## config.mk

```make
export PLATFORM = sky130hd
export DESIGN_NAME = rtci_slave
export DESIGN_NICKNAME = d
export VERILOG_FILES = /design/src/hw/rtci_pkg.sv /design/src/hw/rtci_slave.sv /design/src/hw/rtci_sync.sv /design/src/hw/rtci_timeout.sv
export VERILOG_INCLUDE_DIRS = /design/src /design/src/hw
export SDC_FILE = /design/constraint.sdc
export NUM_CORES = 1
export LEC_CHECK = 0
export BUFFER_PORTS_ARGS = -buffer_cell sky130_fd_sc_hd__buf_2
export CORE_MARGIN = 2
export CORE_UTILIZATION = 58
export CTS_BUF_LIST = sky130_fd_sc_hd__clkbuf_4
export CTS_CLUSTER_SIZE = 16
export DETAILED_ROUTE_END_ITERATION = 8
export PLACE_DENSITY = 0.84
export SLEW_MARGIN = 20
export SYNTH_ARGS = -nofsm -noshare
export SYNTH_HDL_FRONTEND = slang
export SYNTH_SLANG_ARGS = --single-unit
```

## constraint.sdc

```tcl
create_clock -name clk_i -period 3.15 [get_ports clk_i]
set_input_delay 0.315 -clock clk_i [delete_from_list [all_inputs] [get_ports clk_i]]
set_output_delay 0.315 -clock clk_i [all_outputs]
set_load 0.03 [all_outputs]
```

## src/hw/rtci_defines.svh

```systemverilog
// Constants of the two-wire register access target
// What this block does
// [RL1] Both lines stay released, resting high, while no transfer runs.
// [RL2] SDA falling while SCL high is START; it opens every access.
// [RL3] SDA rising while SCL high is STOP; it ends the transfer, releases bus.
// [RL4] A START before any STOP is a repeated start: new address phase, same transaction.
// [RL5] After START data moves in 8-bit bytes, any number until STOP.
// [RL6] The master finishes each access, START to STOP, within 0.95 seconds.
// [RL7] A transaction open 0.95 seconds or more resets the interface to idle.
// [RL8] Take part only when the sent target address equals our own address.
// [RL9] First byte after any START holds target address and direction bit.
// [RL10] Lines are only pulled low or released; pull-ups make them high.
// [RL11] Each transferred data byte, written or read, advances the register pointer.
// [RL12] The pointer wraps inside 16-byte pages, e.g. 1Fh back to 10h.
// [RL13] Acknowledge matching address, register address and each written data byte.
// [RL14] Byte after write address loads the pointer; later bytes store there onward.
// [RL15] Addressed read: pointer in write direction, repeated start, address with read.
// [RL16] After acknowledging a read address, transmit data from the current pointer.
// [RL17] Master acks bytes it wants continued, ends read with not-ack and STOP.
// [RL18] A read without loading an address starts one past the last accessed.
// [RL19] The 7-bit target address is a fixed design parameter.
`ifndef RTCI_DEFINES_SVH
`define RTCI_DEFINES_SVH

// ------------------------------------------------------------------
// Timing
// ------------------------------------------------------------------
`define RTCI_CLK_KHZ     100000
`define RTCI_TIMEOUT_MS  950
`define RTCI_TIMEOUT_CYC (`RTCI_TIMEOUT_MS * `RTCI_CLK_KHZ)

// ------------------------------------------------------------------
// Framing and addressing
// ------------------------------------------------------------------
`define RTCI_BYTE_BITS   4'h8
`define RTCI_LAST_BIT    4'h7
`define RTCI_DEV_ADDR    7'h32
`define RTCI_LINE_IDLE   1'b1

`endif

```

## src/hw/rtci_pkg.sv

```systemverilog
// Types of the two-wire register access target
`default_nettype none
package rtci_pkg;
   typedef enum logic [4:0] {
      ST_IDLE = 5'h01,
      ST_RECV = 5'h02,
      ST_ACK  = 5'h04,
      ST_SEND = 5'h08,
      ST_MACK = 5'h10
   } rtci_state_t;

   typedef enum logic [2:0] {
      KD_ADDR = 3'h1,
      KD_PTR  = 3'h2,
      KD_DATA = 3'h4
   } rtci_kind_t;
endpackage
`default_nettype wire

```

## src/hw/rtci_slave.sv

```systemverilog
// Two-wire serial target giving byte access to the register file
`default_nettype none
`include "rtci_defines.svh"
module rtci_slave #(
   parameter logic [6:0] DEV_ADDR    = `RTCI_DEV_ADDR,     // [RL19]
   parameter int         TIMEOUT_CYC = `RTCI_TIMEOUT_CYC
) (
   input  wire logic        clk_i,
   input  wire logic        rst_b_i,
   input  wire logic        scl_i,
   output logic             scl_o,
   output logic             scl_oe_o,
   input  wire logic        sda_i,
   output logic             sda_o,
   output logic             sda_oe_o,
   output logic [7:0]       reg_addr_o,
   output logic [7:0]       reg_wdata_o,
   output logic             reg_we_o,
   output logic             reg_re_o,
   input  wire logic [7:0]  reg_rdata_i,
   output logic             busy_o
);
   import rtci_pkg::*;

   // ------------------------------------------------------------------
   // Pin sampling and bus conditions
   // ------------------------------------------------------------------
   logic [1:0]  pins_s;
   logic        scl_s;
   logic        sda_s;
   logic        scl_p_q;
   logic        sda_p_q;
   logic        scl_rise_w;
   logic        scl_fall_w;
   logic        start_w;
   logic        stop_w;
   logic        tmo_w;
   logic        abort_w;

   rtci_sync #(
      .WIDTH (2)
   ) u_sync (
      .clk_i   (clk_i),
      .rst_b_i (rst_b_i),
      .async_i ({scl_i, sda_i}),
      .sync_o  (pins_s)
   );

   assign scl_s = pins_s[1];
   assign sda_s = pins_s[0];

   always_ff @(posedge clk_i or negedge rst_b_i) begin
      if (!rst_b_i) begin
         scl_p_q <= `RTCI_LINE_IDLE;
         sda_p_q <= `RTCI_LINE_IDLE;
      end else begin
         scl_p_q <= scl_s;
         sda_p_q <= sda_s;
      end
   end

   assign scl_rise_w = scl_s && !scl_p_q;
   assign scl_fall_w = !scl_s && scl_p_q;
   assign start_w    = scl_s && scl_p_q && !sda_s && sda_p_q; // [RL2]
   assign stop_w     = scl_s && scl_p_q && sda_s && !sda_p_q; // [RL3]
   assign abort_w    = start_w || stop_w || tmo_w;

   // ------------------------------------------------------------------
   // Transaction watchdog
   // ------------------------------------------------------------------
   logic busy_q;

   rtci_timeout #(
      .CYCLES (TIMEOUT_CYC)
   ) u_tmo (
      .clk_i    (clk_i),
      .rst_b_i  (rst_b_i),
      .run_i    (busy_q),
      .expire_o (tmo_w)
   );

   always_ff @(posedge clk_i or negedge rst_b_i) begin
      if (!rst_b_i) begin
         busy_q <= 1'b0;
      end else if (stop_w || tmo_w) begin
         busy_q <= 1'b0;  // [RL3] [RL7]
      end else if (start_w) begin
         busy_q <= 1'b1;  // [RL4]
      end
   end

   // ------------------------------------------------------------------
   // Byte engine
   // ------------------------------------------------------------------
   rtci_state_t state_q;
   rtci_kind_t  kind_q;
   logic [3:0]  cnt_q;
   logic [7:0]  shift_q;
   logic        oe_q;
   logic        rw_q;
   logic        nack_q;
   logic [7:0]  ptr_q;
   logic        byte_done_w;
   logic        addr_hit_w;
   logic        load_w;

   assign byte_done_w = (state_q == ST_RECV) && scl_fall_w && !abort_w
                        && (cnt_q == `RTCI_BYTE_BITS);
   assign addr_hit_w  = (shift_q[7:1] == DEV_ADDR); // [RL8]
   assign load_w      = scl_fall_w && !abort_w
                        && (((state_q == ST_ACK) && (kind_q == KD_ADDR) && rw_q)
                            || ((state_q == ST_MACK) && !nack_q)); // [RL16] [RL17]

   function automatic logic [7:0] next_ptr(input logic [7:0] p);
      next_ptr = {p[7:4], p[3:0] + 4'h1};
   endfunction

   always_ff @(posedge clk_i or negedge rst_b_i) begin
      if (!rst_b_i) begin
         state_q <= ST_IDLE;
         kind_q  <= KD_ADDR;
         cnt_q   <= 4'h0;
         shift_q <= 8'h00;
         oe_q    <= 1'b0;
         rw_q    <= 1'b0;
         nack_q  <= 1'b1;
      end else if (stop_w || tmo_w) begin
         state_q <= ST_IDLE;  // [RL3] [RL7]
         oe_q    <= 1'b0;
      end else if (start_w) begin
         state_q <= ST_RECV;  // [RL2] [RL4] [RL9]
         kind_q  <= KD_ADDR;
         cnt_q   <= 4'h0;
         oe_q    <= 1'b0;
      end else begin
         case (state_q)
            ST_IDLE: begin
               oe_q <= 1'b0;  // [RL1]
            end
            ST_RECV: begin
               if (scl_rise_w && cnt_q != `RTCI_BYTE_BITS) begin
                  shift_q <= {shift_q[6:0], sda_s};  // [RL5]
                  cnt_q   <= cnt_q + 4'h1;
               end else if (byte_done_w) begin
                  if (kind_q == KD_ADDR && !addr_hit_w) begin
                     state_q <= ST_IDLE;  // [RL8]
                  end else begin
                     state_q <= ST_ACK;
                     oe_q    <= 1'b1;     // [RL13]
                     if (kind_q == KD_ADDR) begin
                        rw_q <= shift_q[0];  // [RL9]
                     end
                  end
               end
            end
            ST_ACK: begin
               if (scl_fall_w) begin
                  cnt_q <= 4'h0;
                  if (load_w) begin
                     state_q <= ST_SEND;  // [RL16]
                     shift_q <= reg_rdata_i;
                     oe_q    <= !reg_rdata_i[7];
                  end else begin
                     state_q <= ST_RECV;
                     oe_q    <= 1'b0;
                     kind_q  <= (kind_q == KD_ADDR) ? KD_PTR : KD_DATA;  // [RL14]
                  end
               end
            end
            ST_SEND: begin
               if (scl_fall_w) begin
                  if (cnt_q == `RTCI_LAST_BIT) begin
                     state_q <= ST_MACK;
                     oe_q    <= 1'b0;
                  end else begin
                     cnt_q   <= cnt_q + 4'h1;
                     shift_q <= {shift_q[6:0], 1'b0};
                     oe_q    <= !shift_q[6];  // [RL10]
                  end
               end
            end
            ST_MACK: begin
               if (scl_rise_w) begin
                  nack_q <= sda_s;  // [RL17]
               end else if (scl_fall_w) begin
                  cnt_q <= 4'h0;
                  if (load_w) begin
                     state_q <= ST_SEND;
                     shift_q <= reg_rdata_i;
                     oe_q    <= !reg_rdata_i[7];
                  end else begin
                     state_q <= ST_IDLE;  // [RL17]
                  end
               end
            end
            default: begin
               state_q <= ST_IDLE;
               oe_q    <= 1'b0;
            end
         endcase
      end
   end

   // ------------------------------------------------------------------
   // Register pointer and register file strobes
   // ------------------------------------------------------------------
   logic [7:0] wdata_q;
   logic       we_q;

   always_ff @(posedge clk_i or negedge rst_b_i) begin
      if (!rst_b_i) begin
         ptr_q <= 8'h00;
      end else if (byte_done_w && kind_q == KD_PTR) begin
         ptr_q <= shift_q;            // [RL14]
      end else if ((byte_done_w && kind_q == KD_DATA) || load_w) begin
         ptr_q <= next_ptr(ptr_q);    // [RL11] [RL12] [RL18]
      end
   end

   always_ff @(posedge clk_i or negedge rst_b_i) begin
      if (!rst_b_i) begin
         wdata_q <= 8'h00;
         we_q    <= 1'b0;
      end else begin
         we_q <= byte_done_w && (kind_q == KD_DATA);  // [RL14]
         if (byte_done_w) begin
            wdata_q <= shift_q;
         end
      end
   end

   // ------------------------------------------------------------------
   // Outputs
   // ------------------------------------------------------------------
   logic [7:0] addr_q;

   always_ff @(posedge clk_i or negedge rst_b_i) begin
      if (!rst_b_i) begin
         addr_q <= 8'h00;
      end else if (byte_done_w || load_w) begin
         addr_q <= ptr_q;
      end
   end

   assign reg_addr_o  = load_w ? ptr_q : addr_q;
   assign reg_wdata_o = wdata_q;
   assign reg_we_o    = we_q;
   assign reg_re_o    = load_w;
   assign sda_o       = 1'b0;  // [RL10]
   assign sda_oe_o    = oe_q;
   assign scl_o       = 1'b0;  // [RL10]
   assign scl_oe_o    = 1'b0;
   assign busy_o      = busy_q;

   // ------------------------------------------------------------------
   // Checks
   // ------------------------------------------------------------------
   idle_release_a: assert property (  // [RL1]
      @(posedge clk_i) disable iff (!rst_b_i)
      (state_q == ST_IDLE) && $past(state_q == ST_IDLE) |-> !sda_oe_o && !scl_oe_o)
      else $error("Line driven while idle");

   start_detect_a: assert property (  // [RL2]
      @(posedge clk_i) disable iff (!rst_b_i)
      start_w && !stop_w && !tmo_w |=> state_q == ST_RECV && kind_q == KD_ADDR
                                      && cnt_q == 4'h0 && !sda_oe_o)
      else $error("Start not taken into address phase");

   stop_release_a: assert property (  // [RL3]
      @(posedge clk_i) disable iff (!rst_b_i)
      stop_w |=> state_q == ST_IDLE && !sda_oe_o && !busy_o)
      else $error("Stop did not release the bus");

   restart_keep_a: assert property (  // [RL4]
      @(posedge clk_i) disable iff (!rst_b_i)
      start_w && busy_q && !tmo_w |=> busy_o && kind_q == KD_ADDR)
      else $error("Repeated start ended the transaction");

   bit_count_a: assert property (  // [RL5]
      @(posedge clk_i) disable iff (!rst_b_i)
      state_q == ST_RECV && scl_rise_w && !abort_w && cnt_q < 4'h8
      |=> cnt_q == $past(cnt_q) + 4'h1 && shift_q[0] == $past(sda_s))
      else $error("Bit not shifted in");

   timeout_idle_a: assert property (  // [RL7]
      @(posedge clk_i) disable iff (!rst_b_i)
      tmo_w |=> state_q == ST_IDLE && !busy_o && !sda_oe_o)
      else $error("Timeout did not reset the interface");

   addr_match_a: assert property (  // [RL8]
      @(posedge clk_i) disable iff (!rst_b_i)
      byte_done_w && kind_q == KD_ADDR && !addr_hit_w |=> state_q == ST_IDLE && !sda_oe_o)
      else $error("Foreign address not ignored");

   addr_ack_a: assert property (  // [RL8]
      @(posedge clk_i) disable iff (!rst_b_i)
      state_q == ST_ACK && kind_q == KD_ADDR |-> shift_q[7:1] == DEV_ADDR
                                                 && rw_q == shift_q[0])
      else $error("Acknowledged a foreign address");

   write_ack_a: assert property (  // [RL13]
      @(posedge clk_i) disable iff (!rst_b_i)
      byte_done_w && kind_q != KD_ADDR |=> sda_oe_o ##1 sda_oe_o [*1])
      else $error("Received byte not acknowledged");

   ptr_load_a: assert property (  // [RL14]
      @(posedge clk_i) disable iff (!rst_b_i)
      byte_done_w && kind_q == KD_PTR |=> ptr_q == $past(shift_q))
      else $error("Pointer not loaded");

   ptr_wrap_a: assert property (  // [RL12]
      @(posedge clk_i) disable iff (!rst_b_i)
      load_w |=> ptr_q[7:4] == $past(ptr_q[7:4])
                 && ptr_q[3:0] == $past(ptr_q[3:0]) + 4'h1 && reg_we_o == 1'b0)
      else $error("Pointer did not advance within its page");

   read_first_a: assert property (  // [RL16]
      @(posedge clk_i) disable iff (!rst_b_i)
      load_w |=> state_q == ST_SEND && shift_q == $past(reg_rdata_i)
                 && sda_oe_o == !$past(reg_rdata_i[7]))
      else $error("Read byte not presented from the pointer");

   nack_end_a: assert property (  // [RL17]
      @(posedge clk_i) disable iff (!rst_b_i)
      state_q == ST_MACK && scl_fall_w && nack_q && !abort_w
      |=> state_q == ST_IDLE && !sda_oe_o)
      else $error("Not-acknowledge did not end the read");

   ptr_keep_a: assert property (  // [RL18]
      @(posedge clk_i) disable iff (!rst_b_i)
      start_w |=> ptr_q == $past(ptr_q))
      else $error("Pointer lost across start");
endmodule
`default_nettype wire

```

## src/hw/rtci_sync.sv

```systemverilog
// Two-flop synchroniser for the bus pins
`default_nettype none
`include "rtci_defines.svh"
module rtci_sync #(
   parameter int WIDTH = 2
) (
   input  wire logic             clk_i,
   input  wire logic             rst_b_i,
   input  wire logic [WIDTH-1:0] async_i,
   output logic      [WIDTH-1:0] sync_o
);
   for (genvar g = 0; g < WIDTH; g++) begin : g_bit
      logic meta_q;
      logic sync_q;

      always_ff @(posedge clk_i or negedge rst_b_i) begin
         if (!rst_b_i) begin
            meta_q <= `RTCI_LINE_IDLE;
            sync_q <= `RTCI_LINE_IDLE;
         end else begin
            meta_q <= async_i[g];
            sync_q <= meta_q;
         end
      end

      assign sync_o[g] = sync_q;
   end
endmodule
`default_nettype wire

```

## src/hw/rtci_timeout.sv

```systemverilog
// Transaction length watchdog
`default_nettype none
module rtci_timeout #(
   parameter int CYCLES = 95000000
) (
   input  wire logic clk_i,
   input  wire logic rst_b_i,
   input  wire logic run_i,
   output logic      expire_o
);
   localparam int CW = $clog2(CYCLES + 1);
   localparam logic [CW-1:0] LAST = CW'(CYCLES - 1);

   logic [CW-1:0] cnt_q;

   always_ff @(posedge clk_i or negedge rst_b_i) begin
      if (!rst_b_i) begin
         cnt_q <= '0;
      end else if (!run_i || cnt_q == LAST) begin
         cnt_q <= '0;
      end else begin
         cnt_q <= cnt_q + CW'(1);
      end
   end

   // Fires in the CYCLES-th cycle of an open transaction
   assign expire_o = run_i && (cnt_q == LAST); // [RL7]
endmodule
`default_nettype wire

```

==> impl.org, run 1 <==
** Run status
- Run status :: complete, no violations

** Synthesis
- In the synthesized netlist the async set-or-reset flop fraction comes to 1.00.
- Warning count from the yosys run :: 0
- Synth Instances :: approximately 420
- Flops & latches, synth :: 82
- Most common flop cell mapped by yosys :: sky130_fd_sc_hd__dfrtp_1
- Averaged over all synthesized cells, the footprint is between 10 and 15 um^2.
- Combined area of all synthesized cells :: 4300 um^2
- Seq/Total Area, Yosys :: 0.480
- EDFF count, synth :: 0
- Number of distinct library cell variants in the gate-level netlist after synthesis :: 74

** Clocking
- CTS tree :: built
- In this run, CTS created clock tree buffers numbering 9.
- Cell at the root of the clock tree :: sky130_fd_sc_hd__clkbuf_4
- The H-tree was split into 3 levels.
- Clock Tree Buf Depth :: 2
- The clock reaches the later pin of the worst-skew pair after 0.44 ns.
- Clock-pin slew was measured on the worst setup and hold paths at 0.14 ns.
- Counting every sink on the clock net gives 82.

** Pwr
- Of the total power, combinational logic draws 0.146.
- Leakage power of the design :: around 2.2 nW
- Internal power comes to ~1.5 mW.
- Across the VDD grid, the largest voltage drop is about 0.0003 V.
- The design draws 2.25 mW.
- The share of total power dissipated in sequential elements is 0.567.
- For this design the ratio of total power to cell area is around 470 nW/um^2.
- The share of total power dissipated in the clock network is 0.287.
- Of the total power, the share spent switching nets is 0.317.
- For this design the total switching power over the nets is around 710 uW.

** Setup path
- Path type of the worst setup path :: register to output port
- Of all nets on the critical path, the largest fanout is 19.
- Endpoint arrival time on the critical path :: 2.66 ns
- Data on the critical path is required at its endpoint by ~2.8 ns.
- STA classifies the critical path startpoint as a register.
- Category of the worst setup path capture point :: output port

** Global routing
- Global routing usage summed across all routing layers :: 0.241
- The initial antenna violation count is 0.
- Met2 Usage GRT :: 0.388
- Leftover overflow at the end of global routing :: 0
- The first global-routing pass estimated ~16000 um of wire.
- Vias in the first global route :: roughly 3300
- Global routing met3 resource utilization :: 0.0553
- Most Crowded Layer GR :: met2
- Largest net degree at the start of global routing :: 83
- For this run, global-route usage on met1 was measured as 0.322.

** Cells and area
- Number of diodes added for antenna fixing :: 0
- Relative to the synthesized area, the layout overhead comes to 10.4%.
- Nets :: 469
- Filler cells :: slightly below 600
- Area of combinational cells with multiple inputs :: 2140 um^2
- In the final layout, the share of cells above drive strength 1 is 0.236.
- The sequential cells in the finished layout cover a total of between 2000 and 2500 um^2.
- Finished Cell Area :: ~4700 um^2

** Placed design
- Summing all placed instances gives a cell area of ~4500 um^2.
- GPL Wtd Cong :: approximately 0.94
- Dpl hpwl :: approximately 6500 um
- The count of buffers added on input and output ports is 31.

** Route
- In the final routed layout, each cell accounts on average for 17.0 um.
- Using the TritonRoute via totals, the vias-per-cell ratio works out to 6.06.
- The detail route stage leaves a number of antenna-violating nets equal to 0.
- For this run, design rule violations remaining after detail routing come to 0.
- The first detailed-routing pass took 6 iterations.
- In this run, the number of DRC markers left after iteration 0 of detailed routing was 294.
- Across all layers, the routed design uses between 3000 and 4000 vias.
- Final routed wirelength across all metal layers :: ~9500 um

** Hold path
- The tightest min-delay check is of the primary input to register type.

** Floorplanning
- Initial cell density of the core :: 0.596
- In this run the core area contains 31 standard-cell rows.
- Y dimension of the die :: roughly 90 um
- Die ar. :: 8120 um^2
- For this design the top-level I/O count stands at 35.
- X dimension of the die :: between 90 and 100 um
- Core ar. :: around 7200 um^2

** Timing
- Final count of hold timing violations :: 0
- Achievable Freq :: ~0.34 GHz
- Total setup violations reported at the end of the flow :: 0
- Hold slack final :: approximately 0.21 ns
- Setup_tns :: 0 ns
- Setup repair after global routing left no endpoint under its margin.
- Setup Skew :: roughly 0.018 ns
- Tcrit/Tclk final :: 0.943
- At the pin with the least slew margin, the transition time is slightly above 0.7 ns.
- Final critical-path required period :: between 2 and 3 ns
- The worst pin sits at a relative slew slack of 0.516.
- The final max-slew violation count is 0.

** Job
- Across the run, the number of max-cap violations was 0.
-- power groups by stage --
stage          logic [mW]  clock network [mW]  registers [mW]
2_1_floorplan       0.236                   0            1.25
3_3_place_gp        0.312                   0            1.29
3_5_place_dp        0.325                   0            1.29
4_1_cts             0.327               0.653            1.27
5_1_grt             0.367               0.706            1.29
6_report            0.329               0.648            1.28
-- per-layer routing --
layer  vias up  wire length (um)  share of wire
met5         -                 0              0
met4         0               182          0.019
met3        25               587          0.062
met2       141              4510           0.48
met1      1637              4170           0.44
li1       1571                 -              -
-- flip-flops by register name, summed over array words and instances, names as in the netlist, 2 cells and up --
register             count
state_q                  5
kind_q                   3
shift_q                  8
ptr_q                    8
u_sync.g_bit.meta_q      2
reg_wdata_o              8
cnt_q                    4
u_tmo.cnt_q             27
u_sync.g_bit.sync_q      2
addr_q                   8
-- area by class of cell --
class / count / share of cell area
flip-flops and latches: 82 / 0.435
multi-input cells: 309 / 0.452
clock inverters: 7 / 0.0158
clock buffers: 9 / 0.0142
repair buffers: 39 / 0.0482
inverters: 12 / 0.00949
well taps: 99 / 0.0261
-- layout by cell type, fill, tap and decap left out, drive strengths merged, types with 4 or more instances in the layout --
cell type  instances
nand3             19
nor2b              4
mux2i              4
inv               15
dfrtp             73
nor4               5
and3               7
dfstp              9
ha                 4
nand4              8
o22ai             10
nand2             47
xor2              20
nand4b             4
a21oi              6
mux2              25
o21ai              7
buf               36
nor2              47
nor3               9
a2bb2oi            7
clkbuf             9
nand2b             6
xnor2              8
-- through the flow --
stage               std cells  setup WS, ns   util
finish                    557         0.178  0.658
global route              557       0.00117  0.658
CTS                       556        0.0680  0.654
detailed placement        538         0.495  0.630
global placement          538         0.591  0.630
floorplan                 419         0.499      -
-- synth_stat cells, drive strengths merged, types with 4 or more instances --
| master | count | share of area |
|---|---|---|
| o22ai | 10 | 0.015 |
| nand2b | 6 | 0.0087 |
| a2bb2oi | 7 | 0.014 |
| and3 | 7 | 0.011 |
| nor3 | 9 | 0.012 |
| a21oi | 6 | 0.0079 |
| nor2b | 4 | 0.0076 |
| inv | 12 | 0.010 |
| ha | 4 | 0.012 |
| nand4b | 4 | 0.0081 |
| nand3 | 19 | 0.022 |
| dfrtp | 73 | 0.42 |
| xnor2 | 8 | 0.016 |
| nand4 | 8 | 0.012 |
| nor4 | 5 | 0.011 |
| buf | 10 | 0.015 |
| mux2 | 25 | 0.066 |
| mux2i | 4 | 0.0093 |
| xor2 | 20 | 0.041 |
| nand2 | 47 | 0.042 |
| clkbuf | 6 | 0.0052 |
| dfstp | 9 | 0.055 |
| o21ai | 7 | 0.0090 |
| nor2 | 47 | 0.041 |
-- critical path: stages, from the launching register on --
cell and delay (ns):
sky130_fd_sc_hd__dfstp_2 0.60, sky130_fd_sc_hd__nor3b_1 0.31, sky130_fd_sc_hd__buf_4 0.21, sky130_fd_sc_hd__nand3_1 0.09, sky130_fd_sc_hd__o32ai_1 0.35, sky130_fd_sc_hd__nand2_8 0.22
sky130_fd_sc_hd__o21ai_0 0.21, sky130_fd_sc_hd__buf_2 0.22
-- cell families (layout without fill, tap and decap cells) --
family / count (synthesis) / count (layout) / synth area share
adder cells (fa/ha/maj): 4 / 4 / 0.0116
XOR/XNOR: 28 / 28 / 0.0570
other: 1 / 3 / 0.000872
AO/OA/AOI/OAI: 62 / 62 / 0.113
AND/OR/NAND/NOR: 183 / 183 / 0.231
flip-flops: 82 / 82 / 0.480
buffers and inverters: 28 / 67 / 0.0311
multiplexers: 29 / 29 / 0.0757
-- what timing repair did --
item | 4_1_cts | 5_1_grt
buffers inserted | 0 | 0
gates resized for setup | 1 | 3
hold buffers | 2 | 1
hold endpoints to repair | 2 | 73
endpoints found under the setup margin | 2 | 9
-- worst paths after layout --
kind | start | end | slack, ns | depth (start not counted)
max reg2reg | state_q[4] | shift_q[0] | 0.49 | 6
min | reg_rdata_i[2] | shift_q[2] | 0.21 | 3
min reg2reg | u_sync.g_bit[1].meta_q | u_sync.g_bit[1].sync_q | 0.36 | 0
min in group asynchronous | rst_b_i | state_q[3] | 0.47 | 2
max in group asynchronous | rst_b_i | u_tmo.cnt_q[3] | 2.18 | 2
max | kind_q[0] | reg_addr_o[3] | 0.18 | 7
No activity file was read; power rests on OpenSTA's default activity.
==> inputs of run 2 (changes only) <==
CORE_ASPECT_RATIO = 0.7   (was default)
==> impl.org, run 2 (same netlist as run 1, synthesis figures left out) <==
** Run status
- Run status: complete, no violations (unchanged).

** Cells and area
- The flip-flop count of the largest register, all copies and words added was 27 (unchanged).
- Filler cells :: 564 (was 596)
- Most common library cell in the layout ignoring fill and taps :: sky130_fd_sc_hd__dfrtp_1 (unchanged)
- Most used cells in the layout excluding fill and tap cells :: sky130_fd_sc_hd__dfrtp_1 (73), sky130_fd_sc_hd__nand2_1 (46), sky130_fd_sc_hd__nor2_1 (46) (unchanged)
- Area growth from synthesis to layout :: 10.2% (was 10.4%)
- Layout cells sized above 1 :: 0.236 (about the same)
- The final core utilization came to 0.653 (was 0.658).
- The number of nets in the final layout is 472 (was 469).
- The register containing the most flip-flops in the final layout was u_tmo.cnt_q (unchanged).
- The count of antenna diodes in the layout is 0 (unchanged).

** Timing
- Relative slew slack :: 0.475 (was 0.516)
- RSZ-0062 raised after global routing :: no (unchanged)
- Transition at the pin with the smallest max-transition slack :: 0.781 ns (was 0.725 ns)
- Final count of hold timing violations :: 0 (unchanged)
- Fin. max-slew vios :: 0 (unchanged)
- Tcrit/Tclk final :: 0.941 (was 0.943)
- Setup Skew :: 0.00587 ns (was 0.0185 ns)
- Setup_tns :: 0 ns (unchanged)
- The peak clock frequency supported by timing is 0.337 GHz (about the same).
- The final period demand of the worst path was 2.96 ns (was 2.97 ns).
- Total setup violations reported at the end of the flow :: 0 (unchanged)

** Pwr
- The proportion of power drawn by combinational gates is 0.155 (was 0.146).
- The relative contribution of the clock network to total power was 0.242 (was 0.287).
- Switch share :: 0.315 (was 0.317)
- Internal power summed over all cells :: 1.46 mW (was 1.54 mW)
- Power density normalized to cell area :: 449 nW/um^2 (was 475 nW/um^2)
- The total net switching power is 670 uW (was 714 uW).
- The leakage power total is 2.21 nW (was 2.20 nW).
- Peak supply drop :: 0.000395 V (was 0.000299 V)
- The sequential group share of total power is 0.603 (was 0.567).
- Total power after layout :: 2.13 mW (was 2.25 mW)

** Placed design
- Dpl hpwl :: 7240 um (was 6540 um)
- The placer's final routability congestion estimate came to 1.02 (was 0.939).
- The quantity of I/O buffers inserted on ports came to 31 (unchanged).

** Job
- The number of maximum-capacitance constraint violations came to 0 (unchanged).

** Global routing
- Leftover overflow at the end of global routing :: 0 (unchanged)
- Vias in the first global route :: 3296 (was 3310)
- Global routing usage summed across all routing layers :: 0.265 (was 0.241)
- Largest net degree at the start of global routing :: 83 (unchanged)
- The first-pass GRT wire length came to 16800 um (was 15800 um).
- Number of antenna violations at the first check in global routing :: 0 (unchanged)

** Clocking
- CTS tree :: built (unchanged)
- Clock Tree Buf Depth :: 2 (unchanged)
- CTS Buf Count :: 9 (unchanged)
- The number of sinks driven by the clock tree came to 82 (unchanged).
- The clock root buffer was sky130_fd_sc_hd__clkbuf_4 (unchanged).
- The clock-pin slew of the registers on the worst-case setup and hold paths came to 0.12 ns (was 0.14 ns).
- Clk Latency, worst-skew pair :: 0.42 ns (was 0.44 ns)
- The H-tree depth was 3 (unchanged).

** Floorplanning
- The count of pins on the block boundary came to 35 (unchanged).
- Y dimension of the die :: 76.0 um (was 90.1 um)
- The die width came to 107 um (was 90.1 um).
- The area of the die is 8130 um^2 (was 8120 um^2).
- Core ar. :: 7250 um^2 (was 7210 um^2)
- Initial cell density of the core :: 0.593 (was 0.596)
- The row count came to 26 (was 31).

** Route
- The number of vias after detailed routing is 3425 (was 3374).
- Final routed wirelength across all metal layers :: 10100 um (was 9460 um)
- Remaining routing DRC violations :: 0 (unchanged)
- Number of DRC violations after detailed-routing iteration 0 :: 298 (was 294)
- The post-route antenna net violation count is 0 (unchanged).
- Number of search-and-repair iterations in the first detailed-routing pass :: 5 (was 6)
- Wire length per cell after detailed routing :: 18.0 um (was 17.0 um)
- The via density per instance came to 6.13 (was 6.06).

** Setup path
- The kind of start point of the critical path is a register (unchanged).
- Chain of cells forming the critical path: nor4_1 > nand2_1 > o32ai_1 > nand2_8 > o21ai_0 > buf_2 (was nor3b_1 > buf_4 > nand3_1 > o32ai_1 > nand2_8 > o21ai_0 > buf_2).
- The worst-case register-to-register setup slack is 0.47 ns (was 0.49 ns).
- Cells on worst reg2reg path :: 8 (was 6)
- Endpoint arrival time on the critical path :: 2.65 ns (was 2.66 ns)
- The capturing element type of the critical path is an output port (unchanged).
- The cell count along the critical path came to 6 (was 7).
- The dominant delay contributor by cell family on the critical path is simple AND/OR/NAND/NOR gates (unchanged).
- The critical-path cell with the highest stage delay is sky130_fd_sc_hd__nor4_1 (was sky130_fd_sc_hd__dfstp_2).
- The critical path buffer and inverter count is 1 (was 2).
- Slowest Stage Delay on Critical Path :: 0.51 ns (was 0.60 ns)
- The required arrival time at the worst endpoint was 2.83 ns (about the same).
- Path type of the worst setup path :: register to output port (unchanged)
- The peak fanout along the critical path came to 19 (unchanged).

** Hold path
- The number of cells on the worst hold path was 3 (unchanged).
- The kind of path behind the tightest hold check is primary input to register (unchanged).
## run 2: final timing paths
path                                           to              startpoint
min reg2reg                u_sync.g_bit[0].sync_q  u_sync.g_bit[0].meta_q
max reg2reg                            shift_q[0]                cnt_q[0]
min                                    shift_q[6]          reg_rdata_i[6]
max in group asynchronous                ptr_q[6]                 rst_b_i
max                                 reg_addr_o[3]              state_q[4]
min in group asynchronous          u_tmo.cnt_q[2]                 rst_b_i
## run 2: stage by stage
stage | instance area (um^2) | hold WS, ns | instances | worst slack [ns]
final | 4740 | 0.225 | 559 | 0.186
after global routing | 4740 | 0.220 | 559 | 0.0588
after CTS | 4700 | 0.0908 | 557 | 0.0356
after detailed placement | 4560 | 0.348 | 539 | 0.306
after global placement | 4560 | 0.346 | 539 | 0.452
after floorplan | 4310 | 0.0194 | 419 | 0.499
## run 2: final cells by class
class,count,area [um^2],area share
clock buffers,10,75.1,0.0158
clock inverters,6,33.8,0.00713
inverters,12,45.0,0.00951
multi-input cells,309,2150,0.453
flip-flops and latches,82,2060,0.436
well taps,98,123,0.0259
repair buffers,42,251,0.0531
## run 2: power groups by stage
stage	registers, mW	clock network, mW	logic (mW)
6_report	1.28	0.514	0.331
5_1_grt	1.29	0.567	0.378
4_1_cts	1.28	0.522	0.331
3_5_place_dp	1.30	0	0.325
3_3_place_gp	1.29	0	0.316
2_1_floorplan	1.25	0	0.236
## run 2: worst min-delay path, stage by stage
cell and delay, ns:
sky130_fd_sc_hd__buf_2 0.08, sky130_fd_sc_hd__o22ai_1 0.07, sky130_fd_sc_hd__a2bb2oi_1 0.14
## run 2: per-layer routing
layer / wire length, um / track usage
met4: 135 / 0.0857
met2: 4250 / 0.354
met3: 843 / 0.0590
met5: 0 / 0
met1: 4840 / 0.425
## run 2: repair_timing
action                                  in CTS  in global routing
gates resized for setup                      1                  3
endpoints found under the hold margin        2                 61
buffers inserted                             0                  1
pin swaps                                    0                  1
endpoints found under the setup margin       7                  8
hold buffers                                 2                  1
cloned                                       0                  0
